**config.mk**
```make
export PLATFORM = sky130hd
export DESIGN_NAME = omp_mode_ctrl
export DESIGN_NICKNAME = d
export VERILOG_FILES = /design/src/verilog/omp_pkg.sv /design/src/verilog/omp_clk_if.sv /design/src/verilog/omp_clk_sel.sv /design/src/verilog/omp_mode_ctrl.sv
export VERILOG_INCLUDE_DIRS = /design/src /design/src/verilog
export SDC_FILE = /design/constraint.sdc
export NUM_CORES = 1
export LEC_CHECK = 0
export BUFFER_PORTS_ARGS = -buffer_cell sky130_fd_sc_hd__buf_4
export CAP_MARGIN = 5
export CELL_PAD_IN_SITES_DETAIL_PLACEMENT = 1
export CELL_PAD_IN_SITES_GLOBAL_PLACEMENT = 1
export CORE_MARGIN = 8
export CORE_UTILIZATION = 44
export CTS_CLUSTER_SIZE = 8
export DETAILED_ROUTE_END_ITERATION = 6
export PLACE_DENSITY_LB_ADDON = 0.1
export REMOVE_ABC_BUFFERS = 1
export SLEW_MARGIN = 30
export SYNTH_ARGS = -nofsm -noshare
export SYNTH_HDL_FRONTEND = slang
export SYNTH_SLANG_ARGS = --single-unit
```
**constraint.sdc**
```tcl
create_clock -name clock_i -period 4.7 [get_ports clock_i]
set_clock_uncertainty 0.1 [all_clocks]
set_input_delay 0.47 -clock clock_i [delete_from_list [all_inputs] [get_ports clock_i]]
set_output_delay 0.47 -clock clock_i [all_outputs]
set_load 0.1 [all_outputs]
```
**src/verilog/omp_regs.svh**
```systemverilog
// Constants for the operating mode and power controller.
`ifndef OMP_REGS_SVH
`define OMP_REGS_SVH
`define OMP_CKS_FAST_MIN 3'h2
`define OMP_SHIFT_BASE 4'h8
`define OMP_SHIFT_UNDIV 3'h0
`define OMP_DIV_CNT_W 6
`define OMP_DIV16_ALL 4'hf
`define OMP_DIV64_ALL 6'h3f
`define OMP_READY_TICKS 16
`define OMP_READY_W 5
`endif

```
**src/verilog/omp_pkg.sv**
```systemverilog
// Types shared by the operating mode and power controller.
package omp_pkg;
	// Gray codes along normal -> slow -> sleep -> idle_clock_stopped_mode -> idle_clock_running_mode.
	typedef enum logic [2:0]
	{
		OMP_NORMAL = 3'h0,
		OMP_SLOW = 3'h1,
		OMP_SLEEP = 3'h3,
		OMP_IDLE_CLOCK_STOPPED_MODE = 3'h2,
		OMP_IDLE_CLOCK_RUNNING_MODE = 3'h6
	} omp_mode_e;
endpackage

```
**src/verilog/omp_clk_if.sv**
```systemverilog
// Signals between the mode controller and its clock selector.
`timescale 1ns/10ps
interface omp_clk_if;
	logic fast_tick;
	logic slow_tick;
	logic fast_on;
	logic hi_lo;
	logic [2:0] div_code;
	logic sys_tick;
	logic using_fast;
	logic div16_tick;
	logic div64_tick;
	modport sel (input fast_tick, input slow_tick, input fast_on, input hi_lo, input div_code,
		output sys_tick, output using_fast, output div16_tick, output div64_tick);
	modport ctl (output fast_tick, output slow_tick, output fast_on, output hi_lo, output div_code,
		input sys_tick, input using_fast, input div16_tick, input div64_tick);
endinterface

```
**src/verilog/omp_clk_sel.sv**
```systemverilog
// Glitch-free system clock source and divider selector.
`timescale 1ns/10ps
`include "omp_regs.svh"
module omp_clk_sel
	import omp_pkg::*;
(
	input wire logic clock_i,
	input wire logic rst_i,
	omp_clk_if.sel bus
);
	logic [`OMP_DIV_CNT_W-1:0] div_cnt_reg;
	logic [`OMP_DIV_CNT_W-1:0] pre_cnt_reg;
	logic use_fast_reg;
	logic [2:0] shift_reg;

	////////////////////////////////////////////////////////////////////////////
	// Requested source and ratio; the ratio is 2 to the shift.
	wire want_fast = bus.hi_lo | (bus.div_code >= `OMP_CKS_FAST_MIN);
	wire [2:0] want_shift = bus.hi_lo ? `OMP_SHIFT_UNDIV : 3'(`OMP_SHIFT_BASE - {1'b0, bus.div_code});
	wire [`OMP_DIV_CNT_W-1:0] div_mask = `OMP_DIV_CNT_W'((7'h1 << shift_reg) - 7'h1);
	wire fast_end = bus.fast_tick & (div_cnt_reg == div_mask);
	wire cur_tick = use_fast_reg ? fast_end : bus.slow_tick;
	// A change is taken only at the end of a whole period, or when the fast
	// source is stopped and there is no period left to shorten.
	wire switch_ok = cur_tick | (use_fast_reg & ~bus.fast_on);

	assign bus.sys_tick = cur_tick;
	assign bus.using_fast = use_fast_reg;
	// The fixed internal taps stop with the fast oscillator since no ticks come.
	assign bus.div16_tick = bus.fast_tick & (pre_cnt_reg[3:0] == `OMP_DIV16_ALL);
	assign bus.div64_tick = bus.fast_tick & (pre_cnt_reg == `OMP_DIV64_ALL);

	////////////////////////////////////////////////////////////////////////////
	// Each period counts from zero; only a stop of the fast source lets a new ratio take over with the count left mid-period.
	always_ff @(posedge clock_i)
	begin
		if (rst_i)
		begin
			div_cnt_reg <= '0;
			pre_cnt_reg <= '0;
			use_fast_reg <= 1'b1;
			shift_reg <= `OMP_SHIFT_UNDIV;
		end
		else
		begin
			if (cur_tick)
				div_cnt_reg <= '0;
			else if (bus.fast_tick)
				div_cnt_reg <= div_cnt_reg + 1'b1;
			if (bus.fast_tick)
				pre_cnt_reg <= pre_cnt_reg + 1'b1;
			if (switch_ok)
			begin
				use_fast_reg <= want_fast;
				shift_reg <= want_shift;
			end
		end
	end
endmodule

```
**src/verilog/omp_mode_ctrl.sv**
```systemverilog
// Operating mode and power mode controller, top level.
`timescale 1ns/10ps
`include "omp_regs.svh"
module omp_mode_ctrl
	import omp_pkg::*;
#(
	parameter int READY_TICKS = `OMP_READY_TICKS
)
(
	input wire logic clock_i,
	input wire logic rst_i,
	input wire logic hi_lo_clock_select_i,
	input wire logic [2:0] clock_divider_select_i,
	input wire logic idle_on_halt_enable_i,
	input wire logic keep_sysclk_in_idle_i,
	input wire logic halt_exec_i,
	input wire logic wake_i,
	input wire logic wdt_timeout_i,
	input wire logic wdt_clear_insn_i,
	input wire logic fast_osc_tick_i,
	input wire logic slow_osc_tick_i,
	output logic [2:0] mode_o,
	output logic fast_osc_enable_o,
	output logic fast_osc_ready_flag_o,
	output logic sys_clk_tick_o,
	output logic cpu_clk_tick_o,
	output logic time_base_tick_o,
	output logic slow_clk_tick_o,
	output logic fast_div16_tick_o,
	output logic fast_div64_tick_o,
	output logic cpu_hold_o,
	output logic state_retain_o,
	output logic watchdog_clear_o,
	output logic power_down_flag_o,
	output logic watchdog_timeout_flag_o
);
	initial
	begin
		if (READY_TICKS < 1 || READY_TICKS >= (1 << `OMP_READY_W))
			$error("READY_TICKS does not fit the ready counter.");
	end

	localparam logic [`OMP_READY_W-1:0] READY_LAST = `OMP_READY_W'(READY_TICKS);

	omp_mode_e state_reg;
	omp_mode_e state_next;
	logic fast_on_reg;
	logic [`OMP_READY_W-1:0] rdy_cnt_reg;
	logic ready_reg;
	logic sys_tick_reg;
	logic cpu_tick_reg;
	logic tb_tick_reg;
	logic slow_tick_reg;
	logic div16_reg;
	logic div64_reg;
	logic wdt_clr_reg;
	logic pdf_reg;
	logic to_reg;
	logic hold_reg;

	omp_clk_if clk_bus ();

	omp_clk_sel u_sel
	(
		.clock_i(clock_i),
		.rst_i(rst_i),
		.bus(clk_bus)
	);

	////////////////////////////////////////////////////////////////////////////
	// Feed the selector and decode the run mode from the select bits.
	assign clk_bus.fast_tick = fast_osc_tick_i;
	assign clk_bus.slow_tick = slow_osc_tick_i;
	assign clk_bus.fast_on = fast_on_reg;
	assign clk_bus.hi_lo = hi_lo_clock_select_i;
	assign clk_bus.div_code = clock_divider_select_i;
	wire want_fast = hi_lo_clock_select_i | (clock_divider_select_i >= `OMP_CKS_FAST_MIN);
	wire run_mode = (state_reg == OMP_NORMAL) || (state_reg == OMP_SLOW);
	wire halt_mode = ~run_mode;
	wire halt_take = run_mode & halt_exec_i;
	omp_mode_e run_target;
	assign run_target = want_fast ? OMP_NORMAL : OMP_SLOW;
	omp_mode_e halt_target;
	assign halt_target = ~idle_on_halt_enable_i ? OMP_SLEEP :
		(keep_sysclk_in_idle_i ? OMP_IDLE_CLOCK_RUNNING_MODE : OMP_IDLE_CLOCK_STOPPED_MODE);

	////////////////////////////////////////////////////////////////////////////
	// Mode transitions: select bits steer run modes, halt enters low power.
	always_comb
	begin
		state_next = state_reg;
		unique case (state_reg)
			OMP_NORMAL, OMP_SLOW:
				state_next = halt_exec_i ? halt_target : run_target;
			OMP_SLEEP, OMP_IDLE_CLOCK_STOPPED_MODE, OMP_IDLE_CLOCK_RUNNING_MODE:
				state_next = wake_i ? run_target : state_reg;
		endcase
	end

	// Fast oscillator runs in fast run, and in idle_clock_running_mode only when it is the source.
	wire fast_on_next = (state_next == OMP_NORMAL) || ((state_next == OMP_IDLE_CLOCK_RUNNING_MODE) && want_fast);
	wire ready_hit = fast_on_reg & fast_osc_tick_i & (rdy_cnt_reg == READY_LAST - 1'b1);
	// The CPU only clocks once the fast source is stable, so software that
	// polls the ready flag sees it high before the first fast instruction.
	wire cpu_tick_next = clk_bus.sys_tick & run_mode & (~clk_bus.using_fast | ready_reg);
	wire sys_tick_next = clk_bus.sys_tick & (run_mode | (state_reg == OMP_IDLE_CLOCK_RUNNING_MODE));
	wire tb_tick_next = slow_osc_tick_i & (state_reg != OMP_SLEEP);

	////////////////////////////////////////////////////////////////////////////
	// Mode state and oscillator enable.
	always_ff @(posedge clock_i)
	begin
		if (rst_i)
		begin
			state_reg <= OMP_NORMAL;
			fast_on_reg <= 1'b1;
		end
		else
		begin
			state_reg <= state_next;
			fast_on_reg <= fast_on_next;
		end
	end

	// Ready counter restarts whenever the fast oscillator is stopped.
	always_ff @(posedge clock_i)
	begin
		if (rst_i || !fast_on_reg)
		begin
			rdy_cnt_reg <= '0;
			ready_reg <= 1'b0;
		end
		else if (fast_osc_tick_i && !ready_reg)
		begin
			rdy_cnt_reg <= rdy_cnt_reg + 1'b1;
			ready_reg <= ready_hit;
		end
	end

	// Registered clock enables; every output is a flip-flop.
	always_ff @(posedge clock_i)
	begin
		if (rst_i)
		begin
			sys_tick_reg <= 1'b0;
			cpu_tick_reg <= 1'b0;
			tb_tick_reg <= 1'b0;
			slow_tick_reg <= 1'b0;
			div16_reg <= 1'b0;
			div64_reg <= 1'b0;
		end
		else
		begin
			sys_tick_reg <= sys_tick_next;
			cpu_tick_reg <= cpu_tick_next;
			tb_tick_reg <= tb_tick_next;
			slow_tick_reg <= slow_osc_tick_i;
			div16_reg <= clk_bus.div16_tick;
			div64_reg <= clk_bus.div64_tick;
		end
	end

	// Halt level registered from the next state, so the hold output is a
	// plain flop yet still changes in the same cycle as the new mode code.
	// Decoding it from the mode register instead would put logic on a pin.
	always_ff @(posedge clock_i)
	begin
		if (rst_i)
			hold_reg <= 1'b0;
		else
			hold_reg <= (state_next != OMP_NORMAL) && (state_next != OMP_SLOW);
	end

	// Status flags; a hardware set wins over a same-cycle clear.
	always_ff @(posedge clock_i)
	begin
		if (rst_i)
		begin
			wdt_clr_reg <= 1'b0;
			pdf_reg <= 1'b0;
			to_reg <= 1'b0;
		end
		else
		begin
			wdt_clr_reg <= halt_take;
			pdf_reg <= halt_take | (pdf_reg & ~wdt_clear_insn_i);
			to_reg <= wdt_timeout_i | (to_reg & ~halt_take);
		end
	end

	////////////////////////////////////////////////////////////////////////////
	// Outputs. The retain level freezes memory, register and port writes.
	assign mode_o = state_reg;
	assign fast_osc_enable_o = fast_on_reg;
	assign fast_osc_ready_flag_o = ready_reg;
	assign sys_clk_tick_o = sys_tick_reg;
	assign cpu_clk_tick_o = cpu_tick_reg;
	assign time_base_tick_o = tb_tick_reg;
	assign slow_clk_tick_o = slow_tick_reg;
	assign fast_div16_tick_o = div16_reg;
	assign fast_div64_tick_o = div64_reg;
	assign cpu_hold_o = hold_reg;
	assign state_retain_o = hold_reg;
	assign watchdog_clear_o = wdt_clr_reg;
	assign power_down_flag_o = pdf_reg;
	assign watchdog_timeout_flag_o = to_reg;
endmodule

```
Yosys cells after proc, flatten, opt, wreduce, memory -nomap -nowiden. Cells that the tools add are included.

$add $sub $neg: 5. $lt $le $gt $ge: 1. Equality and inequality tests: 11. Shift-type cells: 1. Muxes and demuxes: 8. Bitwise operators: 23. Reductions and logical operators: 14.

Operator list (count): two-way mux 3 bit (5); bitwise AND 1 bit (13); adder 6 x 1 -> 6 bit (second input constant) (2); equality test 3 x 2 -> 1 bit (second input constant) (2); equality test 3 bit (second input constant) (2); equality test 6 bit (1); equality test 6 bit (second input constant) (1); zero test 3 bit (2); OR 1 bit (6); case mux 3 bit (2 select lines) (1); << shifter 1 x 3 -> 6 bit (first input constant) (1); subtractor 6 x 1 -> 6 bit (second input constant) (1); adder 5 x 1 -> 5 bit (second input constant) (1); equality test 5 x 4 -> 1 bit (second input constant) (1); equality test 4 bit (second input constant) (1); NOT 1 bit (4); OR reduction 2 bit (2); equality test 3 x 1 -> 1 bit (second input constant) (1); >= comparator 3 x 2 -> 1 bit (second input constant) (1); logical AND 1 bit (3); logical OR 1 bit (3); != test 3 x 1 -> 1 bit (second input constant) (1); != test 3 x 2 -> 1 bit (second input constant) (1); nonzero test 3 bit (1); 4 further kinds (6).

Bits in registers: 36. Input bits: 14. Output and inout port bits: 16. Word-level logic and storage cells: 81.

Depth between registers and ports, before layout. Gate-level depths: netlist of the first run.

Word-level depth: 8. Mapped depth: 6.

Cells and area by module. From an unflattened synthesis of the first run, not the netlist that was laid out.

Cell total of the unflattened synthesis: 182. Area total of the unflattened synthesis: 1741.7 sq um.

Modules (own cells, without submodules): omp_clk_sel (instances 1, cells each 105, area an instance 991.0 sq um); omp_mode_ctrl (instances 1, cells each 77, area an instance 750.7 sq um).

Worst setup path after synthesis of the first run. OpenSTA, ideal clock, no wires.

Path kind: reg2reg. Start: register state_reg[1] (netlist: mode_o[1]). End: register fast_on_reg (netlist: fast_osc_enable_o). Setup time: 0.070 ns. Data arrival time: 1.878 ns. Setup slack: 2.653 ns. Stages on the path, launching flop included: 6. Buffers on the path: 0. Clock period less this slack: 2.047 ns. Cell sequence: dfxtp_1 -> a21bo_2 -> nor3b_1 -> a41oi_1 -> or2_0 -> a21oi_1.

Word-level cells in the longest chain between the ends: 6. Elaborated cells on any way between the ends: 13.

Ends and longest elaborated chain: from (decl) (line omp_mode_ctrl.sv:45) `omp_mode_e state_reg;`; from (signal assigned) (line omp_mode_ctrl.sv:120) `state_reg <= state_next;`; equality test 3 bit, or another cell as far along (line omp_mode_ctrl.sv:92) `unique case (state_reg)`; OR reduction 3 bit / OR reduction 2 bit (equally long branches) (line omp_mode_ctrl.sv:92); case mux 3 bit (2 select lines) (*) (line omp_mode_ctrl.sv:92); equality test 3 bit (line omp_mode_ctrl.sv:101) `wire fast_on_next = (state_next == OMP_NORMAL) || ((state_next == OMP_IDLE_CLOCK_RUNNING_MODE) && want_fast);`; logical AND 1 bit (line omp_mode_ctrl.sv:101); logical OR 1 bit (*) (line omp_mode_ctrl.sv:101); to (signal assigned) (line omp_mode_ctrl.sv:121) `fast_on_reg <= fast_on_next;`; to (decl) (line omp_mode_ctrl.sv:47) `logic fast_on_reg;`.

Every way passes the cells marked *; elsewhere a longest branch is shown, timed or not. A chain may end at the register's enable or synchronous reset.

Worst setup path in the final report of the first run.
Start: input clock_divider_select_i[0]. End: register fast_on_reg (netlist: fast_osc_enable_o).

Word-level cells in the longest chain between the ends: 8. Elaborated cells on any way between the ends: 10.

Ends and longest elaborated chain: from (decl) (line omp_mode_ctrl.sv:13) `input wire logic [2:0] clock_divider_select_i,`; >= comparator 3 x 2 -> 1 bit (no source line) (*); OR 1 bit (*) (line omp_mode_ctrl.sv:77) `` wire want_fast = hi_lo_clock_select_i | (clock_divider_select_i >= `OMP_CKS_FAST_MIN); ``; two-way mux 1 bit (line omp_mode_ctrl.sv:82) `assign run_target = want_fast ? OMP_NORMAL : OMP_SLOW;`; two-way mux 3 bit (on tied branches) (line omp_mode_ctrl.sv:96, omp_mode_ctrl.sv:94); case mux 3 bit (2 select lines) (line omp_mode_ctrl.sv:92); equality test 3 bit (line omp_mode_ctrl.sv:101); logical AND 1 bit (line omp_mode_ctrl.sv:101); logical OR 1 bit (*) (line omp_mode_ctrl.sv:101).

Marked as above.

==> results of run 1 <==
worst paths after layout:
check,startpoint,to,slack (ps),cells past startpoint
max reg2reg,u_sel.shift_reg[2]$_SDFFE_PP0P_,u_sel.shift_reg[2]$_SDFFE_PP0P_,2820,5
max,clock_divider_select_i[0],fast_osc_enable_o$_SDFF_PP1_,2800,7
min reg2reg,watchdog_timeout_flag_o$_SDFF_PP0_,watchdog_timeout_flag_o$_SDFF_PP0_,400,2
min,wdt_timeout_i,watchdog_timeout_flag_o$_SDFF_PP0_,300,3
placed cells by master (no fill, tap or decap), drive strengths merged, types with 2 or more instances in the layout:
cell,synthesis,final
a21oi,9,9
a31oi,3,3
nor3,4,4
nor4,2,2
nor3b,2,2
mux2i,5,5
nand2,8,8
clkbuf,3,8
buf,3,29
inv,5,5
a211oi,2,2
and3,2,2
nor2,29,29
a311o,2,2
nand3,2,2
nand2b,4,4
nand4,5,5
nor2b,6,6
or2,2,2
ha,6,6
o21ai,4,4
or3,2,2
xnor2,5,5
dfxtp,36,36
xor2,11,11
stage by stage:
step / area, um^2 / util / cells / power (mW) / worst slack (ps)
2_1_floorplan: 1583 / - / 167 / 0.4679 / 2577
3_3_place_gp: 1861 / 0.5160 / 244 / 0.5069 / 2719
3_5_place_dp: 1861 / 0.5160 / 244 / 0.5143 / 2552
4_1_cts: 1951 / 0.5409 / 252 / 0.7390 / 2787
5_1_grt: 1951 / 0.5409 / 252 / 0.7646 / 2620
6_report: 1951 / 0.5409 / 252 / 0.7307 / 2797
worst max-delay path, delay by kind of cell:
kind / cells / cell delay (ps)
AOI/OAI and AO/OA: 3 / 600
adders and majority gates: 1 / 190
buffers and inverters: 2 / 130
and+or+nand+nor: 1 / 580
routing by layer:
metal | GRT usage | part of all wire
met5 | 0 | 0
met4 | 0.05192 | 0.016
met3 | 0.04599 | 0.035
met2 | 0.2485 | 0.53
met1 | 0.1343 | 0.42
layout make-up:
class	instances	area, um^2	area share
clock buffer	8	90.09	0.04618
inverter	5	18.77	0.009622
multi-input combinational	126	843.3	0.4323
sequential	36	720.7	0.3695
tap	48	60.06	0.03079
timing repair buffer	29	217.7	0.1116
kinds of logic after synthesis:
group,count (synthesis),synth area share
and+or+nand+nor,71,0.2203
adders and majority gates,6,0.04655
AOI/OAI and AO/OA,27,0.1288
muxes,6,0.04034
DFF,36,0.4469
xor gates and xnor gates,16,0.08689
buffers and inverters,11,0.03025
power by group through the flow:
stage / Combinational (mW) / Clock [mW] / Sequential [mW]
3_3_place_gp: 0.161 / 0 / 0.346
4_1_cts: 0.169 / 0.230 / 0.341
6_report: 0.167 / 0.223 / 0.341
2_1_floorplan: 0.0681 / 0 / 0.400
5_1_grt: 0.179 / 0.243 / 0.343
3_5_place_dp: 0.167 / 0 / 0.347
==> impl_metrics.csv, run 1 <==
group,metric,value,unit
global_routing,grt_first_pass_wirelength,6.492,mm
global_routing,antenna_found_initial,0,
power_and_ir_drop,power_frac_clock,0.305,
die,start_util,0.4473,
drt,viasPerCell,5.155,
die,die_w,76.54,um
placement,dp_hpwl,2.831,mm
synthesis,yosysWarnings,0,
global_routing,track_usage,0.1345,
synthesis,synthTopCellsByCount,"dfxtp_1 (36), nor2_1 (29), xor2_1 (11)",
global_routing,grt_max_degree,26,
sta,relSlewSlack,0.5407,
power_and_ir_drop,power_frac_seq,0.466,
sta,worstMarginPinSlew,682.6,ps
clock_tree,post_cts_buffers,0,
finish,nets,223,
clock_tree,ctsHoldBuffers,0,
synthesis,syn-cell-area,1613,um^2
sta,finalSetupViolations,0,
synthesis,synthArstFlopShare,0,
drt,wl_per_cell,14.88,um
sta,rsz0062_at_grt,"no",
finish,fillCellCount,434,
synthesis,synth-seq-cells,36,
finish,drive_gt1_frac,0.2108,
die,core,3606,um^2
clock_tree,clk_latency,280,ps
critical_path,worstPathRequired,4760,ps
synthesis,synth_top_area_frac,0.4469,
critical_path,crit_slowest_cell,"nor4_1",
finish,area_growth,20.95,%
sta,whs,296.9,ps
drt,num_vias,1299,
sta,hold_viol_final,0,
die,top_level_ports,30,
power_and_ir_drop,cellLeakagePower,0.8205,nW
clock_tree,cts_max_path_buffers,2,
global_routing,overflow,0,
drt,routed_wl,3.749,mm
critical_path,crit_chain,"buf_4 -> inv_1 -> ha_1 -> nor4_1 -> a211oi_1 -> a311oi_1 -> a21oi_1",
flow_run,drv_cap,0,
synthesis,yosysMostFrequentCell,"dfxtp_1",
synthesis,synth_cell_type_count,42,
power_and_ir_drop,sw_frac_of_total,0.3205,
critical_path,max_stage_delay,580,ps
clock_tree,h-tree-depth,2,
power_and_ir_drop,peakVddDrop,191.3,uV
clock_tree,cts_tree,"built",
critical_path,arrival,1970,ps
sta,tns,0,ps
global_routing,grt_pass1_vias,1393,
drt,drt.antenna.violating_nets,0,
finish,num_antenna_cells,0,
sta,period_minus_slack,1903,ps
synthesis,synth_edf_count,0,
placement,io_buffers,29,
drt,drtPass1Iterations,4,
status,status,"complete, no violations",
die,die-area,5858,um^2
synthesis,ys.flop_type,"dfxtp_1",
clock_tree,cts_resized,0,
clock_tree,cts.sinks,36,
die,die_h,76.54,um
sta,period_share,0.4050,
placement,gp_congestion,0.7639,
clock_tree,root_buffer,"clkbuf_8",
synthesis,synth_top_cell_by_area,"dfxtp_1",
synthesis,syn_area_per_cell,9.323,um^2
synthesis,ys_seq_area_frac,0.4469,
power_and_ir_drop,internal-power,496.5,uW
power_and_ir_drop,power_frac_comb,0.229,
clock_tree,cts.clk_slew.worst_paths,70,ps
critical_path,criticalPathCategory,"in2reg",
power_and_ir_drop,power_per_cell_area,374.6,nW/um^2
hold_path,hold_path.class,"in2reg",
sta,maxSlewViolCount,0,
power_and_ir_drop,p_switching,234.2,uW
drt,drt_iter0_markers,28,
die,rows,22,
sta,clock.fmax,525.4,MHz
clock_tree,cts_buffers,5,
critical_path,cp_max_fo,4,
critical_path,start_kind,"input pin",
synthesis,syn_inst,173,
synthesis,yosys-top-cells-area,"dfxtp_1 (45%), nor2_1 (6.7%), xor2_1 (6.0%), ha_1 (4.7%), mux2i_1 (3.1%)",
critical_path,cp-end-kind,"register",
drt,drc,0,
No activity file was read; power rests on OpenSTA's default activity.
==> inputs of run 2 (changes only) <==
--- a/config.mk
+++ b/config.mk
@@ -11,7 +11,7 @@
 export CELL_PAD_IN_SITES_DETAIL_PLACEMENT = 1
 export CELL_PAD_IN_SITES_GLOBAL_PLACEMENT = 1
 export CORE_MARGIN = 8
-export CORE_UTILIZATION = 44
+export CORE_UTILIZATION = 41
 export CTS_CLUSTER_SIZE = 8
 export DETAILED_ROUTE_END_ITERATION = 6
 export PLACE_DENSITY_LB_ADDON = 0.1
==> constraint.sdc (replaced) <==
create_clock -name clock_i -period 1.9 [get_ports clock_i]
set_clock_uncertainty 0.1 [all_clocks]
set_input_delay 0.19 -clock clock_i [delete_from_list [all_inputs] [get_ports clock_i]]
set_output_delay 0.19 -clock clock_i [all_outputs]
set_load 0.1 [all_outputs]
==> run 2 against run 1 <==
Combinational power increased by 150%; utilization fell by 2.9 points; critical path depth is 3 lower; count of clock-buffer cells in the layout is 2 lower; first-iteration DRC count increased by 25%; sequential share of layout area decreased by 0.57 points; die area rose by 5.8%; global-route usage fell by 0.70 points; routed wire length grew 0.80%; worst hold slack worse by 280 ps; non-clock buffer count is 2 higher; setup slack got worse by 2700 ps; critical path type is now reg2reg; highest routed layer unchanged.
==> impl_metrics.csv, run 2 (same netlist as run 1, synthesis figures left out) <==
group,metric,value,unit
status,status,"complete, no violations",
power_and_ir_drop,power_frac_seq,0.442,
finish,drive_gt1_frac,0.2330,
power_and_ir_drop,power_frac_comb,0.216,
clock_tree,h-tree-depth,2,
global_routing,track_usage,0.1275,
critical_path,criticalPathCategory,"reg2reg",
drt,drtPass1Iterations,3,
sta,rsz0062_at_grt,"no",
drt,drt_iter0_markers,35,
global_routing,antenna_found_initial,0,
placement,place_area,1878,um^2
critical_path,worstPathRequired,1960,ps
die,top_level_ports,30,
die,die_h,78.72,um
clock_tree,cts_max_path_buffers,2,
finish,area_growth,23.27,%
power_and_ir_drop,power_per_cell_area,960.4,nW/um^2
drt,drc,0,
sta,finalSetupViolations,0,
flow_run,drv_cap,0,
drt,viasPerCell,5.063,
placement,io_buffers,29,
finish,postLayoutCellArea,1988,um^2
placement,dp_hpwl,2.975,mm
sta,period_share,0.9453,
die,rows,23,
power_and_ir_drop,power_frac_clock,0.342,
finish,final_common_cell,"dfxtp_1",
power_and_ir_drop,internal-power,1.324,mW
power_and_ir_drop,cellLeakagePower,0.8412,nW
clock_tree,post_cts_buffers,0,
critical_path,arrival,1860,ps
finish,layout_common_cells,"dfxtp_1 (34), buf_4 (31), nor2_1 (29)",
global_routing,overflow,0,
finish,num_antenna_cells,0,
global_routing,grt_first_pass_wirelength,6.285,mm
placement,place_inst,248,
critical_path,cp-end-kind,"register",
die,die_w,78.72,um
drt,num_vias,1296,
clock_tree,cts.clk_slew.worst_paths,70,ps
critical_path,cp_max_fo,5,
clock_tree,cts_buffers,5,
sta,clock.fmax,556.8,MHz
drt,routed_wl,3.779,mm
clock_tree,cts_tree,"built",
sta,maxSlewViolCount,0,
drt,drt.antenna.violating_nets,0,
finish,nets,225,
clock_tree,ctsHoldBuffers,0,
sta,whs,18.34,ps
finish,stdcell_count,256,
die,core,3885,um^2
clock_tree,root_buffer,"clkbuf_8",
power_and_ir_drop,power,1.909,mW
sta,worstMarginPinSlew,481.7,ps
sta,period_minus_slack,1796,ps
clock_tree,cts.sinks,36,
global_routing,grt_max_degree,26,
power_and_ir_drop,sw_frac_of_total,0.3063,
sta,relSlewSlack,0.6782,
power_and_ir_drop,p_switching,584.9,uW
hold_path,hold_path.class,"in2reg",
placement,gp_congestion,0.7134,
drt,wl_per_cell,14.76,um
power_and_ir_drop,peakVddDrop,576.4,uV
sta,hold_viol_final,0,
die,die-area,6197,um^2
clock_tree,clk_latency,280,ps
die,start_util,0.4151,
global_routing,grt_pass1_vias,1383,
critical_path,start_kind,"register",
## run 2: layout make-up
cell class	instances	area (um^2)
fillers	451	1897
multi-input cells	126	843.3
flip-flops and latches	36	723.2
repair buffers	31	232.7
clock buffers	6	72.57
well taps	50	62.56
clock inverters	2	35.03
inverters	5	18.77
## run 2: final timing paths
| check | start | to | cells past startpoint | slack [ps] |
|---|---|---|---|---|
| min | wdt_timeout_i | watchdog_timeout_flag_o$_SDFF_PP0_ | 3 | 20 |
| max reg2reg | u_sel.shift_reg[0]$_SDFFE_PP0P_ | u_sel.shift_reg[2]$_SDFFE_PP0P_ | 4 | 100 |
| max | u_sel.shift_reg[0]$_SDFFE_PP0P_ | u_sel.shift_reg[2]$_SDFFE_PP0P_ | 4 | 100 |
| min reg2reg | watchdog_timeout_flag_o$_SDFF_PP0_ | watchdog_timeout_flag_o$_SDFF_PP0_ | 2 | 400 |
## run 2: layer usage
layer	GRT usage	wire length, um	vias to the layer above
li1	-	-	655
met1	0.1416	1704	616
met2	0.2146	1867	23
met3	0.05418	184	2
met4	0.04259	22	0
met5	0	0	-
## run 2: per-stage QoR
stage	util	setup slack, ps	setup TNS [ps]
2_1_floorplan	-	-147.4	-200.3
3_3_place_gp	0.4834	157.4	0
3_5_place_dp	0.4834	-27.87	-27.87
4_1_cts	0.5114	43.25	0
5_1_grt	0.5118	26.43	0
6_report	0.5118	103.9	0
## run 2: repair_timing
action | 4_1_cts | 5_1_grt
gates resized for setup | 1 | 1
endpoints found under the setup margin | 1 | 2
hold endpoints to repair | 0 | 0
## run 2: critical path, stage by stage, from the launching register on
cell and delay [ps]:
dfxtp_1 440, nor3_2 100, a2111oi_4 470, a31oi_2 230, mux2_4 340
## run 2: power by group through the flow
stage	clock (mW)	sequential [mW]	combinational (mW)
2_1_floorplan	0	0.989	0.168
3_3_place_gp	0	0.856	0.400
3_5_place_dp	0	0.859	0.416
4_1_cts	0.672	0.843	0.417
5_1_grt	0.712	0.850	0.441
6_report	0.653	0.844	0.412
==> inputs of run 3 (changes only) <==
--- a/config.mk
+++ b/config.mk
@@ -11,7 +11,7 @@
 export CELL_PAD_IN_SITES_DETAIL_PLACEMENT = 1
 export CELL_PAD_IN_SITES_GLOBAL_PLACEMENT = 1
 export CORE_MARGIN = 8
-export CORE_UTILIZATION = 41
+export CORE_UTILIZATION = 44
 export CTS_CLUSTER_SIZE = 8
 export DETAILED_ROUTE_END_ITERATION = 6
 export PLACE_DENSITY_LB_ADDON = 0.1
==> constraint.sdc (replaced) <==
create_clock -name clock_i -period 2.1 [get_ports clock_i]
set_clock_uncertainty 0.1 [all_clocks]
set_input_delay 0.21 -clock clock_i [delete_from_list [all_inputs] [get_ports clock_i]]
set_output_delay 0.21 -clock clock_i [all_outputs]
set_load 0.1 [all_outputs]
==> run 3 against run 2 <==
Design area fell by 0.63%; critical path depth did not move; combinational power fell by 9.0%; non-clock buffer count fell by 1; sequential share of layout area rose by 0.10 points; routed wire length fell by 0.26%; clock power fell by 9.2%; count of clock-buffer cells in the layout did not move.
==> impl_metrics.csv, run 3 (same netlist as run 1, synthesis figures left out) <==
group,metric,value,unit
status,status,"complete, no violations",
clock_tree,clk_latency,290,ps
placement,io_buffers,29,
sta,clock.fmax,532.1,MHz
sta,relSlewSlack,0.7097,
finish,drive_gt1_frac,0.2195,
critical_path,start_kind,"register",
critical_path,crit_chain,"xor2_1 -> a2111oi_4 -> a31oi_2 -> mux2_4",
sta,finalSetupViolations,0,
global_routing,grt_pass1_vias,1411,
power_and_ir_drop,peakVddDrop,428.4,uV
clock_tree,cts_buffers,5,
power_and_ir_drop,p_switching,534.4,uW
power_and_ir_drop,cellLeakagePower,0.8356,nW
sta,period_minus_slack,1879,ps
clock_tree,post_cts_buffers,0,
die,die-area,5858,um^2
die,die_h,76.54,um
sta,period_share,0.8950,
finish,area_growth,22.50,%
die,rows,22,
power_and_ir_drop,power_frac_clock,0.343,
clock_tree,cts_resized,0,
drt,drc,0,
sta,hold_viol_final,0,
power_and_ir_drop,internal-power,1.197,mW
flow_run,drv_cap,0,
critical_path,worstPathRequired,2180,ps
sta,rsz0062_at_grt,"no",
die,start_util,0.4473,
placement,dp_hpwl,2.830,mm
clock_tree,cts_tree,"built",
clock_tree,h-tree-depth,2,
die,core,3606,um^2
finish,nets,224,
die,die_w,76.54,um
finish,stdcell_count,253,
global_routing,grt_first_pass_wirelength,6.541,mm
power_and_ir_drop,power_frac_seq,0.440,
drt,routed_wl,3.769,mm
critical_path,criticalPathCategory,"reg2reg",
global_routing,antenna_found_initial,0,
drt,wl_per_cell,14.90,um
critical_path,cp_max_fo,8,
critical_path,cp-end-kind,"register",
finish,num_antenna_cells,0,
drt,num_vias,1314,
global_routing,overflow,0,
sta,worstMarginPinSlew,434.5,ps
sta,tns,0,ps
power_and_ir_drop,sw_frac_of_total,0.3087,
drt,drt.antenna.violating_nets,0,
clock_tree,cts_max_path_buffers,2,
sta,maxSlewViolCount,0,
critical_path,arrival,1960,ps
finish,final_common_cell,"dfxtp_1",
die,top_level_ports,30,
clock_tree,cts.sinks,36,
drt,viasPerCell,5.194,
power_and_ir_drop,power_per_cell_area,876.1,nW/um^2
sta,whs,32.20,ps
critical_path,crit_slowest_cell,"dfxtp_1",
critical_path,max_stage_delay,510,ps
global_routing,grt_max_degree,26,
global_routing,track_usage,0.1356,
hold_path,hold_path.class,"in2reg",
finish,layout_common_cells,"dfxtp_1 (36), buf_4 (30), nor2_1 (29)",
drt,drtPass1Iterations,4,
clock_tree,ctsHoldBuffers,0,
placement,place_inst,245,
power_and_ir_drop,power_frac_comb,0.217,
placement,gp_congestion,0.7454,
clock_tree,cts.clk_slew.worst_paths,70,ps
clock_tree,root_buffer,"clkbuf_8",
drt,drt_iter0_markers,47,
-- run 3: area by class of cell --
class / count / area, um^2
tap: 48 / 60.06
fill: 440 / 1630
multi-input combinational: 126 / 843.3
timing repair buffer: 30 / 225.2
clock inverter: 2 / 35.03
inverter: 5 / 18.77
sequential: 36 / 720.7
clock buffer: 6 / 72.57
-- run 3: worst paths after layout --
check / start / slack (ps) / end / cells past startpoint
max: u_sel.shift_reg[2]$_SDFFE_PP0P_ / 220 / u_sel.shift_reg[2]$_SDFFE_PP0P_ / 4
min: wdt_timeout_i / 30 / watchdog_timeout_flag_o$_SDFF_PP0_ / 3
max reg2reg: u_sel.shift_reg[2]$_SDFFE_PP0P_ / 220 / u_sel.shift_reg[2]$_SDFFE_PP0P_ / 4
min reg2reg: u_sel.pre_cnt_reg[5]$_SDFFE_PP0P_ / 400 / u_sel.pre_cnt_reg[5]$_SDFFE_PP0P_ / 2
-- run 3: metal layers --
metal	wire length, um	global-route usage	vias to the layer above
met4	53	0.04615	0
met5	0	0	-
met3	137	0.04717	5
met2	1995	0.2442	18
met1	1582	0.1422	632
li1	-	-	659
-- run 3: stage by stage --
stage,util,cell area (um^2),power (mW),setup slack (ps)
final,0.5479,1976,1.731,220.6
after floorplan,-,1583,1.047,52.56
after global routing,0.5479,1976,1.812,137.8
after CTS,0.5479,1976,1.750,222.3
after global placement,0.5180,1868,1.134,351.0
after detailed placement,0.5180,1868,1.154,269.7
-- run 3: critical path, delay by kind of cell, from the launching register on --
kind | cells | cell delay [ps]
xor gates and xnor gates | 1 | 180
muxes | 1 | 330
DFF | 1 | 510
AOI/OAI and AO/OA | 2 | 650
-- run 3: power by group through the flow --
stage	combinational [mW]	clock (mW)	sequential [mW]
2_1_floorplan	0.152	0	0.895
5_1_grt	0.400	0.644	0.769
3_5_place_dp	0.376	0	0.778
3_3_place_gp	0.359	0	0.774
6_report	0.375	0.593	0.762
4_1_cts	0.380	0.608	0.762
